--- src/hw/ccm_defs.svh ---
`ifndef CCM_DEFS_SVH
`define CCM_DEFS_SVH

// register byte offsets on the axi4-lite slave
`define OFS_MODE 8'h00
`define OFS_CAP_LOW 8'h04
`define OFS_CAP_HIGH 8'h08
`define OFS_STATUS 8'h0c
`define OFS_MASK 8'h10
`define OFS_WDOG 8'h14
`define OFS_PIN 8'h18

// reset values
`define RST_BYTE 8'h00
`define RST_BIT 1'b0
`define RST_READY 1'b1

// field layout
`define MODE_USED_MASK 8'h7f
`define WDOG_EN_BIT 0

// counter low byte wrap points
`define LOW_MAX 8'hff
`define LOW_MIN 8'h00

// axi responses
`define RESP_OKAY 2'h0
`define RESP_SLVERR 2'h2

`endif

--- src/hw/ccm_pkg.sv ---
package ccm_pkg;

    // module mode control byte, msb reserved
    typedef struct packed {
        logic reserved;
        logic comparator_enable;
        logic capture_rise_enable;
        logic capture_fall_enable;
        logic match_flag_enable;
        logic match_toggle_enable;
        logic pulse_width_enable;
        logic module_irq_enable;
    } mode_ctrl_type;

    // sticky event bits, also the layout of the mask
    typedef struct packed {
        logic wdog_event;
        logic module_event_flag;
    } status_type;

endpackage : ccm_pkg

--- src/hw/counter_array_compare_capture_module.sv ---
// Chosen here: the address map and the AXI4-Lite interface to the registers.
`timescale 1ns/1ps
`default_nettype none
`include "ccm_defs.svh"

module counter_array_compare_capture_module
    import ccm_pkg::*;
#(
    parameter bit watchdog_capable = 1'b1
)
(
    // clock and reset
    input wire logic aclk,
    input wire logic aresetn,
    // axi4-lite write address and data
    input wire logic [7:0] awaddr,
    input wire logic awvalid,
    output logic awready,
    input wire logic [31:0] wdata,
    input wire logic [3:0] wstrb,
    input wire logic wvalid,
    output logic wready,
    // axi4-lite write response
    output logic [1:0] bresp,
    output logic bvalid,
    input wire logic bready,
    // axi4-lite read
    input wire logic [7:0] araddr,
    input wire logic arvalid,
    output logic arready,
    output logic [31:0] rdata,
    output logic [1:0] rresp,
    output logic rvalid,
    input wire logic rready,
    // shared counter, same clock
    input wire logic [7:0] counter_high,
    input wire logic [7:0] counter_low,
    // module pin
    input wire logic module_pin_in,
    output logic module_pin_out,
    output logic module_pin_oe,
    // events
    output logic irq,
    output logic watchdog_reset
);
    mode_ctrl_type mode_r, mode_nxt;
    status_type status_r, status_nxt, mask_r, mask_nxt, mask_eff;
    logic [7:0] cap_low_r, cap_low_nxt, cap_high_r, cap_high_nxt;
    logic [7:0] low_prev_r, low_prev_nxt;
    logic wdog_en_r, wdog_en_nxt, match_prev_r, match_prev_nxt;
    logic pin_out_r, pin_out_nxt, pin_oe_r, pin_oe_nxt;
    logic irq_r, irq_nxt, wdog_rst_r, wdog_rst_nxt;
    logic aw_have_r, aw_have_nxt, w_have_r, w_have_nxt;
    logic [7:0] awaddr_r, awaddr_nxt, wdata_r, wdata_nxt;
    logic wstrb0_r, wstrb0_nxt;
    logic awready_r, awready_nxt, wready_r, wready_nxt;
    logic bvalid_r, bvalid_nxt, arready_r, arready_nxt, rvalid_r, rvalid_nxt;
    logic [1:0] bresp_r, bresp_nxt, rresp_r, rresp_nxt;
    logic [31:0] rdata_r, rdata_nxt;
    logic pin_level, pin_rise, pin_fall;
    logic [15:0] count;
    logic pwm_mode, match_now, match_evt, cap_evt, rollover, wd_fire;
    logic wr_fire, wr_lane, wr_ok, sw_clear_flag;
    pin_sync u_pin_sync
    (
        .aclk(aclk),
        .aresetn(aresetn),
        .pin_in(module_pin_in),
        .level(pin_level),
        .rise(pin_rise),
        .fall(pin_fall)
    );
    assign count = {counter_high, counter_low};
    assign pwm_mode = mode_r.comparator_enable & mode_r.pulse_width_enable;
    assign match_now = (count == {cap_high_r, cap_low_r});
    // one event per match, not one per clock while the counter holds
    assign match_evt = mode_r.comparator_enable & ~mode_r.pulse_width_enable
                       & match_now & ~match_prev_r;
    assign cap_evt = (pin_rise & mode_r.capture_rise_enable)
                     | (pin_fall & mode_r.capture_fall_enable);
    assign rollover = (low_prev_r == `LOW_MAX) & (counter_low == `LOW_MIN);
    assign wd_fire = watchdog_capable & wdog_en_r & mode_r.match_flag_enable
                     & match_evt;
    assign wr_fire = aw_have_r & w_have_r & ~bvalid_r;
    assign wr_lane = wr_fire & wstrb0_r;
    assign sw_clear_flag = wr_lane & (awaddr_r == `OFS_STATUS) & wdata_r[0];
    assign mask_eff = {mask_r.wdog_event,
                       mask_r.module_event_flag & mode_r.module_irq_enable};
    always_comb
    begin
        mode_nxt = mode_r;
        cap_low_nxt = cap_low_r;
        cap_high_nxt = cap_high_r;
        status_nxt = status_r;
        mask_nxt = mask_r;
        wdog_en_nxt = wdog_en_r;
        match_prev_nxt = match_now;
        low_prev_nxt = counter_low;
        pin_out_nxt = pin_out_r;
        if (wr_lane)
        begin
            case (awaddr_r)
                `OFS_MODE: mode_nxt = mode_ctrl_type'(wdata_r & `MODE_USED_MASK);
                `OFS_CAP_LOW: cap_low_nxt = wdata_r;
                `OFS_CAP_HIGH: cap_high_nxt = wdata_r;
                `OFS_MASK: mask_nxt = status_type'(wdata_r[$bits(status_type)-1:0]);
                `OFS_WDOG: wdog_en_nxt = wdata_r[`WDOG_EN_BIT];
                `OFS_STATUS: status_nxt = status_r
                                          & ~status_type'(wdata_r[$bits(status_type)-1:0]);
                default: ;
            endcase
        end
        // hardware loads take priority over a software write to the same byte
        if (pwm_mode && rollover)
            cap_low_nxt = cap_high_r;
        if (cap_evt)
        begin
            cap_high_nxt = counter_high;
            cap_low_nxt = counter_low;
        end
        // set wins over a same-cycle clear
        if (cap_evt || (match_evt && mode_r.match_flag_enable))
            status_nxt.module_event_flag = 1'b1;
        if (wd_fire)
            status_nxt.wdog_event = 1'b1;
        if (pwm_mode)
            pin_out_nxt = (counter_low >= cap_low_r);
        else if (match_evt && mode_r.match_toggle_enable && mode_r.match_flag_enable)
            pin_out_nxt = ~pin_out_r;
        pin_oe_nxt = pwm_mode | (mode_r.comparator_enable & mode_r.match_toggle_enable);
        irq_nxt = |(status_r & mask_eff);
        wdog_rst_nxt = wd_fire;
    end
    always_ff @(posedge aclk)
    begin
        if (!aresetn)
        begin
            mode_r <= mode_ctrl_type'(`RST_BYTE);
            cap_low_r <= `RST_BYTE;
            cap_high_r <= `RST_BYTE;
            status_r <= status_type'(`RST_BYTE);
            mask_r <= status_type'(`RST_BYTE);
            wdog_en_r <= `RST_BIT;
            match_prev_r <= `RST_BIT;
            low_prev_r <= `RST_BYTE;
            pin_out_r <= `RST_BIT;
            pin_oe_r <= `RST_BIT;
            irq_r <= `RST_BIT;
            wdog_rst_r <= `RST_BIT;
        end
        else
        begin
            mode_r <= mode_nxt;
            cap_low_r <= cap_low_nxt;
            cap_high_r <= cap_high_nxt;
            status_r <= status_nxt;
            mask_r <= mask_nxt;
            wdog_en_r <= wdog_en_nxt;
            match_prev_r <= match_prev_nxt;
            low_prev_r <= low_prev_nxt;
            pin_out_r <= pin_out_nxt;
            pin_oe_r <= pin_oe_nxt;
            irq_r <= irq_nxt;
            wdog_rst_r <= wdog_rst_nxt;
        end
    end
    // axi4-lite slave: address and data taken in either order, one of each held
    always_comb
    begin
        aw_have_nxt = aw_have_r;
        w_have_nxt = w_have_r;
        awaddr_nxt = awaddr_r;
        wdata_nxt = wdata_r;
        wstrb0_nxt = wstrb0_r;
        bvalid_nxt = bvalid_r;
        bresp_nxt = bresp_r;
        rvalid_nxt = rvalid_r;
        rdata_nxt = rdata_r;
        rresp_nxt = rresp_r;
        wr_ok = (awaddr_r == `OFS_MODE) || (awaddr_r == `OFS_CAP_LOW)
                || (awaddr_r == `OFS_CAP_HIGH) || (awaddr_r == `OFS_STATUS)
                || (awaddr_r == `OFS_MASK) || (awaddr_r == `OFS_WDOG)
                || (awaddr_r == `OFS_PIN);
        if (awvalid && awready_r)
        begin
            aw_have_nxt = 1'b1;
            awaddr_nxt = awaddr;
        end
        if (wvalid && wready_r)
        begin
            w_have_nxt = 1'b1;
            wdata_nxt = wdata[7:0];
            wstrb0_nxt = wstrb[0];
        end
        if (wr_fire)
        begin
            aw_have_nxt = 1'b0;
            w_have_nxt = 1'b0;
            bvalid_nxt = 1'b1;
            bresp_nxt = wr_ok ? `RESP_OKAY : `RESP_SLVERR;
        end
        if (bvalid_r && bready)
            bvalid_nxt = 1'b0;
        if (arvalid && arready_r)
        begin
            rvalid_nxt = 1'b1;
            rresp_nxt = `RESP_OKAY;
            case (araddr)
                `OFS_MODE: rdata_nxt = 32'(mode_r);
                `OFS_CAP_LOW: rdata_nxt = 32'(cap_low_r);
                `OFS_CAP_HIGH: rdata_nxt = 32'(cap_high_r);
                `OFS_STATUS: rdata_nxt = 32'(status_r);
                `OFS_MASK: rdata_nxt = 32'(mask_r);
                `OFS_WDOG: rdata_nxt = 32'(wdog_en_r);
                `OFS_PIN: rdata_nxt = 32'({pin_out_r, pin_level});
                default:
                begin
                    rdata_nxt = 32'(`RST_BYTE);
                    rresp_nxt = `RESP_SLVERR;
                end
            endcase
        end
        if (rvalid_r && rready)
            rvalid_nxt = 1'b0;
        awready_nxt = ~aw_have_nxt & ~bvalid_nxt;
        wready_nxt = ~w_have_nxt & ~bvalid_nxt;
        arready_nxt = ~rvalid_nxt;
    end

    always_ff @(posedge aclk)
    begin
        if (!aresetn)
        begin
            aw_have_r <= `RST_BIT;
            w_have_r <= `RST_BIT;
            awaddr_r <= `RST_BYTE;
            wdata_r <= `RST_BYTE;
            wstrb0_r <= `RST_BIT;
            awready_r <= `RST_READY;
            wready_r <= `RST_READY;
            bvalid_r <= `RST_BIT;
            bresp_r <= `RESP_OKAY;
            arready_r <= `RST_READY;
            rvalid_r <= `RST_BIT;
            rdata_r <= 32'(`RST_BYTE);
            rresp_r <= `RESP_OKAY;
        end
        else
        begin
            aw_have_r <= aw_have_nxt;
            w_have_r <= w_have_nxt;
            awaddr_r <= awaddr_nxt;
            wdata_r <= wdata_nxt;
            wstrb0_r <= wstrb0_nxt;
            awready_r <= awready_nxt;
            wready_r <= wready_nxt;
            bvalid_r <= bvalid_nxt;
            bresp_r <= bresp_nxt;
            arready_r <= arready_nxt;
            rvalid_r <= rvalid_nxt;
            rdata_r <= rdata_nxt;
            rresp_r <= rresp_nxt;
        end
    end

    assign awready = awready_r;
    assign wready = wready_r;
    assign bvalid = bvalid_r;
    assign bresp = bresp_r;
    assign arready = arready_r;
    assign rvalid = rvalid_r;
    assign rdata = rdata_r;
    assign rresp = rresp_r;
    assign module_pin_out = pin_out_r;
    assign module_pin_oe = pin_oe_r;
    assign irq = irq_r;
    assign watchdog_reset = wdog_rst_r;
endmodule // counter_array_compare_capture_module

`default_nettype wire

--- src/hw/pin_sync.sv ---
`timescale 1ns/1ps
`default_nettype none
`include "ccm_defs.svh"

module pin_sync
(
    // clock and reset
    input wire logic aclk,
    input wire logic aresetn,
    // raw pin
    input wire logic pin_in,
    // filtered level and edges
    output logic level,
    output logic rise,
    output logic fall
);

    logic s1_r, s2_r, s3_r, level_r, rise_r, fall_r;
    logic level_nxt, rise_nxt, fall_nxt;

    always_comb
    begin
        // a change counts once the second and third stages agree
        level_nxt = (s2_r == s3_r) ? s3_r : level_r;
        rise_nxt = level_nxt & ~level_r;
        fall_nxt = ~level_nxt & level_r;
    end

    always_ff @(posedge aclk)
    begin
        if (!aresetn)
        begin
            s1_r <= `RST_BIT;
            s2_r <= `RST_BIT;
            s3_r <= `RST_BIT;
            level_r <= `RST_BIT;
            rise_r <= `RST_BIT;
            fall_r <= `RST_BIT;
        end
        else
        begin
            s1_r <= pin_in;
            s2_r <= s1_r;
            s3_r <= s2_r;
            level_r <= level_nxt;
            rise_r <= rise_nxt;
            fall_r <= fall_nxt;
        end
    end

    assign level = level_r;
    assign rise = rise_r;
    assign fall = fall_r;

endmodule // pin_sync

`default_nettype wire

--- config.mk ---
export PLATFORM = sky130hd
export DESIGN_NAME = counter_array_compare_capture_module
export DESIGN_NICKNAME = d
export VERILOG_FILES = /design/src/hw/ccm_pkg.sv /design/src/hw/counter_array_compare_capture_module.sv /design/src/hw/pin_sync.sv
export VERILOG_INCLUDE_DIRS = /design/src /design/src/hw
export SDC_FILE = /design/constraint.sdc
export NUM_CORES = 1
export LEC_CHECK = 0
export BUFFER_PORTS_ARGS = -buffer_cell sky130_fd_sc_hd__buf_2
export CAP_MARGIN = 40
export CORE_MARGIN = 3
export CORE_UTILIZATION = 25
export CTS_BUF_LIST = sky130_fd_sc_hd__clkbuf_4
export CTS_CLUSTER_DIAMETER = 150
export CTS_CLUSTER_SIZE = 40
export DETAILED_ROUTE_END_ITERATION = 16
export SETUP_SLACK_MARGIN = 0.4
export SYNTH_ARGS = -nofsm -noshare
export SYNTH_HDL_FRONTEND = slang
export SYNTH_SLANG_ARGS = --single-unit
--- constraint.sdc ---
create_clock -name aclk -period 2.65 [get_ports aclk]
set_input_delay 0.53 -clock aclk [delete_from_list [all_inputs] [get_ports aclk]]
set_output_delay 0.53 -clock aclk [all_outputs]
set_load 0.02 [all_outputs]
==> results_dict.tcl <==
set metrics [dict create \
    avgSynthCellArea_um2 8.58 \
    clk_latency_ns 0.44 \
    finalCriticalPeriod_ns 2.15 \
    grt-ovfl-total 0 \
    diodes 0 \
    ys_top_cells_by_area "dfxtp_1 43%, nand2_1 8.8%, buf_4 5.4%, mux2i_1 4.8%, a21oi_1 4.1%" \
    finalSetupTns_ns 0 \
    crit_path_cell_trace "or4_1 -> or4_1 -> o211ai_1 -> nor2_1 -> o2bb2ai_1" \
    critPathMaxFanout 8 \
    max_slew.worst_pin.slew_ns 0.733 \
    netlist_instances 437 \
    slew_viol_final 0 \
    crit_slowest_cell "or4_1" \
    cts_buffers 9 \
    worstPathRequired_ns 3.00 \
    ant_nets 0 \
    area_delta_synth_final_pct 15.7 \
    cts_buffer_depth 2 \
    start_util_pct 25.7 \
    root_buffer "clkbuf_4" \
    grt_pass1_wl_um 16000 \
    ys_seq_area_share_pct 43.3 \
    core_area_um2 14600 \
    die_y_um 128 \
    max_stage_delay_ns 0.59 \
    die-width_um 128 \
    cts_hold_buf 0 \
    yosysTopAreaCellShare_pct 43.3 \
    crit_arrival_ns 2.50 \
    vias_per_cell 4.63 \
    gp_congestion 0.826 \
    max_freq_mhz 465 \
    drcViolationCount 0 \
    syn_area_um2 3750 \
    power.ir.vdd_worst_mv 0.283 \
    crit_path_frequent_cell "or4_1" \
    core.rowCount 44 \
    relSlewSlack_pct 51.1 \
    io-pin-count 121 \
    nets 588 \
    wirelength_um 9950 \
    r2r_cells 5 \
    p_leak_nw 1.70 \
    synth-seq-cells 81 \
    synthArstFlopShare_pct 0 \
    cp-end-kind "flip-flop" \
    htree_levels 3 \
    yosys_warnings 0 \
    rsz0062_at_grt "false" \
    layout-drive-gt1-share_pct 19.1 \
    dpl.hpwl_um 7740 \
    drt_iter0_drc 206 \
    path_depth 5 \
    r2r_start "awaddr_r[1]$_SDFFE_PN0P_" \
    worstPathBufferInverterCount 0 \
    setup_viol 0 \
    grt_pass1_vias 3062 \
    hold_start "module_pin_in" \
    via_count 3209 \
    p_per_area_nw_per_um2 506 \
    grt_max_degree 38 \
    ys_types 46 \
    run_status "complete, no violations" \
    num-fill-cells 1569 \
    antenna_found_initial 0 \
    start_kind "flip-flop" \
    worstHoldPathCells 2 \
    cts_num_sinks 81 \
    synth_edf_count 0 \
    path_delay_family "simple AND/OR/NAND/NOR gates" \
    drtPass1Iterations 6 \
    yosysTopAreaCell "dfxtp_1" \
    track_usage_pct 12.2 \
    detail_route.wl_per_cell_um 14.4 \
    port_buffers 67 \
    cts_tree "yes" \
    utilization_pct 29.7 \
    crit_start "awaddr_r[1]$_SDFFE_PN0P_" \
    finalCritPeriodShare_pct 81.2 \
    skew_ns 0.0109 \
    hp-class "primary input to flip-flop" \
    hold_violations 0 \
    drv_cap 0 \
    dieArea_um2 16500 \
    synth_flop_cell "dfxtp_1" \
    critPathKind "flip-flop to flip-flop" \
    clkSlewWorstSetupHoldPaths_ns 0.13 \
]
layout make-up:
cell class                 count  area (um^2)  share of cell area (%)
sequential                    81         1620                    37.4
multi-input combinational    324         1910                    43.9
inverter                      14         52.6                    1.21
clock buffer                   9         67.6                    1.56
timing repair buffer          74          413                    9.52
tap                          184          230                    5.31
clock inverter                 7         46.3                    1.07
synth_stat cells, types with 2 or more instances:
master,n
nand2_1,88
dfxtp_1,81
a21oi_1,31
nor2_1,31
buf_4,27
mux2i_1,18
inv_1,14
and2_1,13
clkbuf_1,12
nand3_1,12
o21ai_0,9
xnor2_1,9
a311oi_1,8
ha_1,8
nor3_1,8
o2bb2ai_1,8
a22o_1,6
nand4_1,5
a22oi_1,4
nand4b_1,4
or4_1,4
a211oi_1,3
buf_1,3
a31oi_1,2
a32oi_1,2
and3_1,2
and4_1,2
mux2_2,2
mux4_2,2
nand2b_1,2
nor4_1,2
metrics by stage:
step	std cells	total power, W	instance area, um^2	worst slack [ns]	hold slack (ns)
finish	693	0.00219	4340	0.499	0.297
global route	693	0.00230	4340	0.400	0.286
CTS	692	0.00221	4310	0.474	0.277
detailed placement	676	0.00157	4200	0.263	0.424
global placement	676	0.00157	4200	0.290	0.421
floorplan	462	0.00150	3840	0.469	0.412
state kept, by name, summed over array words and instances, names as in the netlist, 2 cells and up:
| register | count |
|---|---|
| low_prev_r | 8 |
| rdata | 8 |
| cap_high_r | 8 |
| wdata_r | 8 |
| awaddr_r | 8 |
| status_r | 2 |
| cap_low_r | 8 |
| mode_r | 7 |
kinds of logic (layout without fill, tap and decap cells):
kind of cell / count (synthesis) / in the layout / share of synthesized area (%)
AOI/OAI and AO/OA: 79 / 79 / 14.1
xor gates and xnor gates: 9 / 9 / 2.10
muxes: 22 / 22 / 6.61
other: 1 / 26 / 0.100
buffers and inverters: 57 / 104 / 8.45
DFF: 81 / 81 / 43.3
and+or+nand+nor: 180 / 180 / 22.7
adders and majority gates: 8 / 8 / 2.67
power by group:
| part | internal [W] | leakage [nW] | switching, W |
|---|---|---|---|
| Sequential | 0.00126 | 0.660 | 0.0000315 |
| Clock | 0.000191 | 0.0614 | 0.000454 |
| Combinational | 0.0000879 | 0.979 | 0.000171 |
| Total | 0.00154 | 1.70 | 0.000656 |
final timing paths:
| check | slack (ns) | to |
|---|---|---|
| max | 0.50 | cap_low_r[4]$_SDFFE_PN0P_ |
| min | 0.30 | u_pin_sync.s1_r$_SDFF_PN0_ |
| min reg2reg | 0.45 | u_pin_sync.fall$_SDFF_PN0_ |
| max reg2reg | 0.50 | cap_low_r[4]$_SDFFE_PN0P_ |
timing repair:
action	4_1_cts	5_1_grt
resized for setup	0	1
endpoints found under the setup margin	0	10
buffers inserted	0	1
placed cells by master (no fill, tap or decap), types with 12 or more instances in the layout:
cell / Yosys / routed
nand2_1: 88 / 87
nor2_1: 31 / 31
and2_1: 13 / 13
dfxtp_1: 81 / 81
nand3_1: 12 / 12
inv_1: 14 / 14
buf_2: 1 / 67
conb_1: 1 / 26
mux2i_1: 18 / 18
a21oi_1: 31 / 31
worst register-to-register path: stages, from the launching register on:
cell and delay (ns):
dfxtp_1 0.33, or4_1 0.59, or4_1 0.58, o211ai_1 0.17
nor2_1 0.18, o2bb2ai_1 0.19
metal layers:
| metal | track usage [%] | routed length [um] |
|---|---|---|
| met1 | 17.4 | 4760 |
| met2 | 18.4 | 4420 |
| met3 | 3.15 | 678 |
| met4 | 3.06 | 81 |
| met5 | 0 | 0 |
Note: power is estimated with default switching activity, not from simulation.
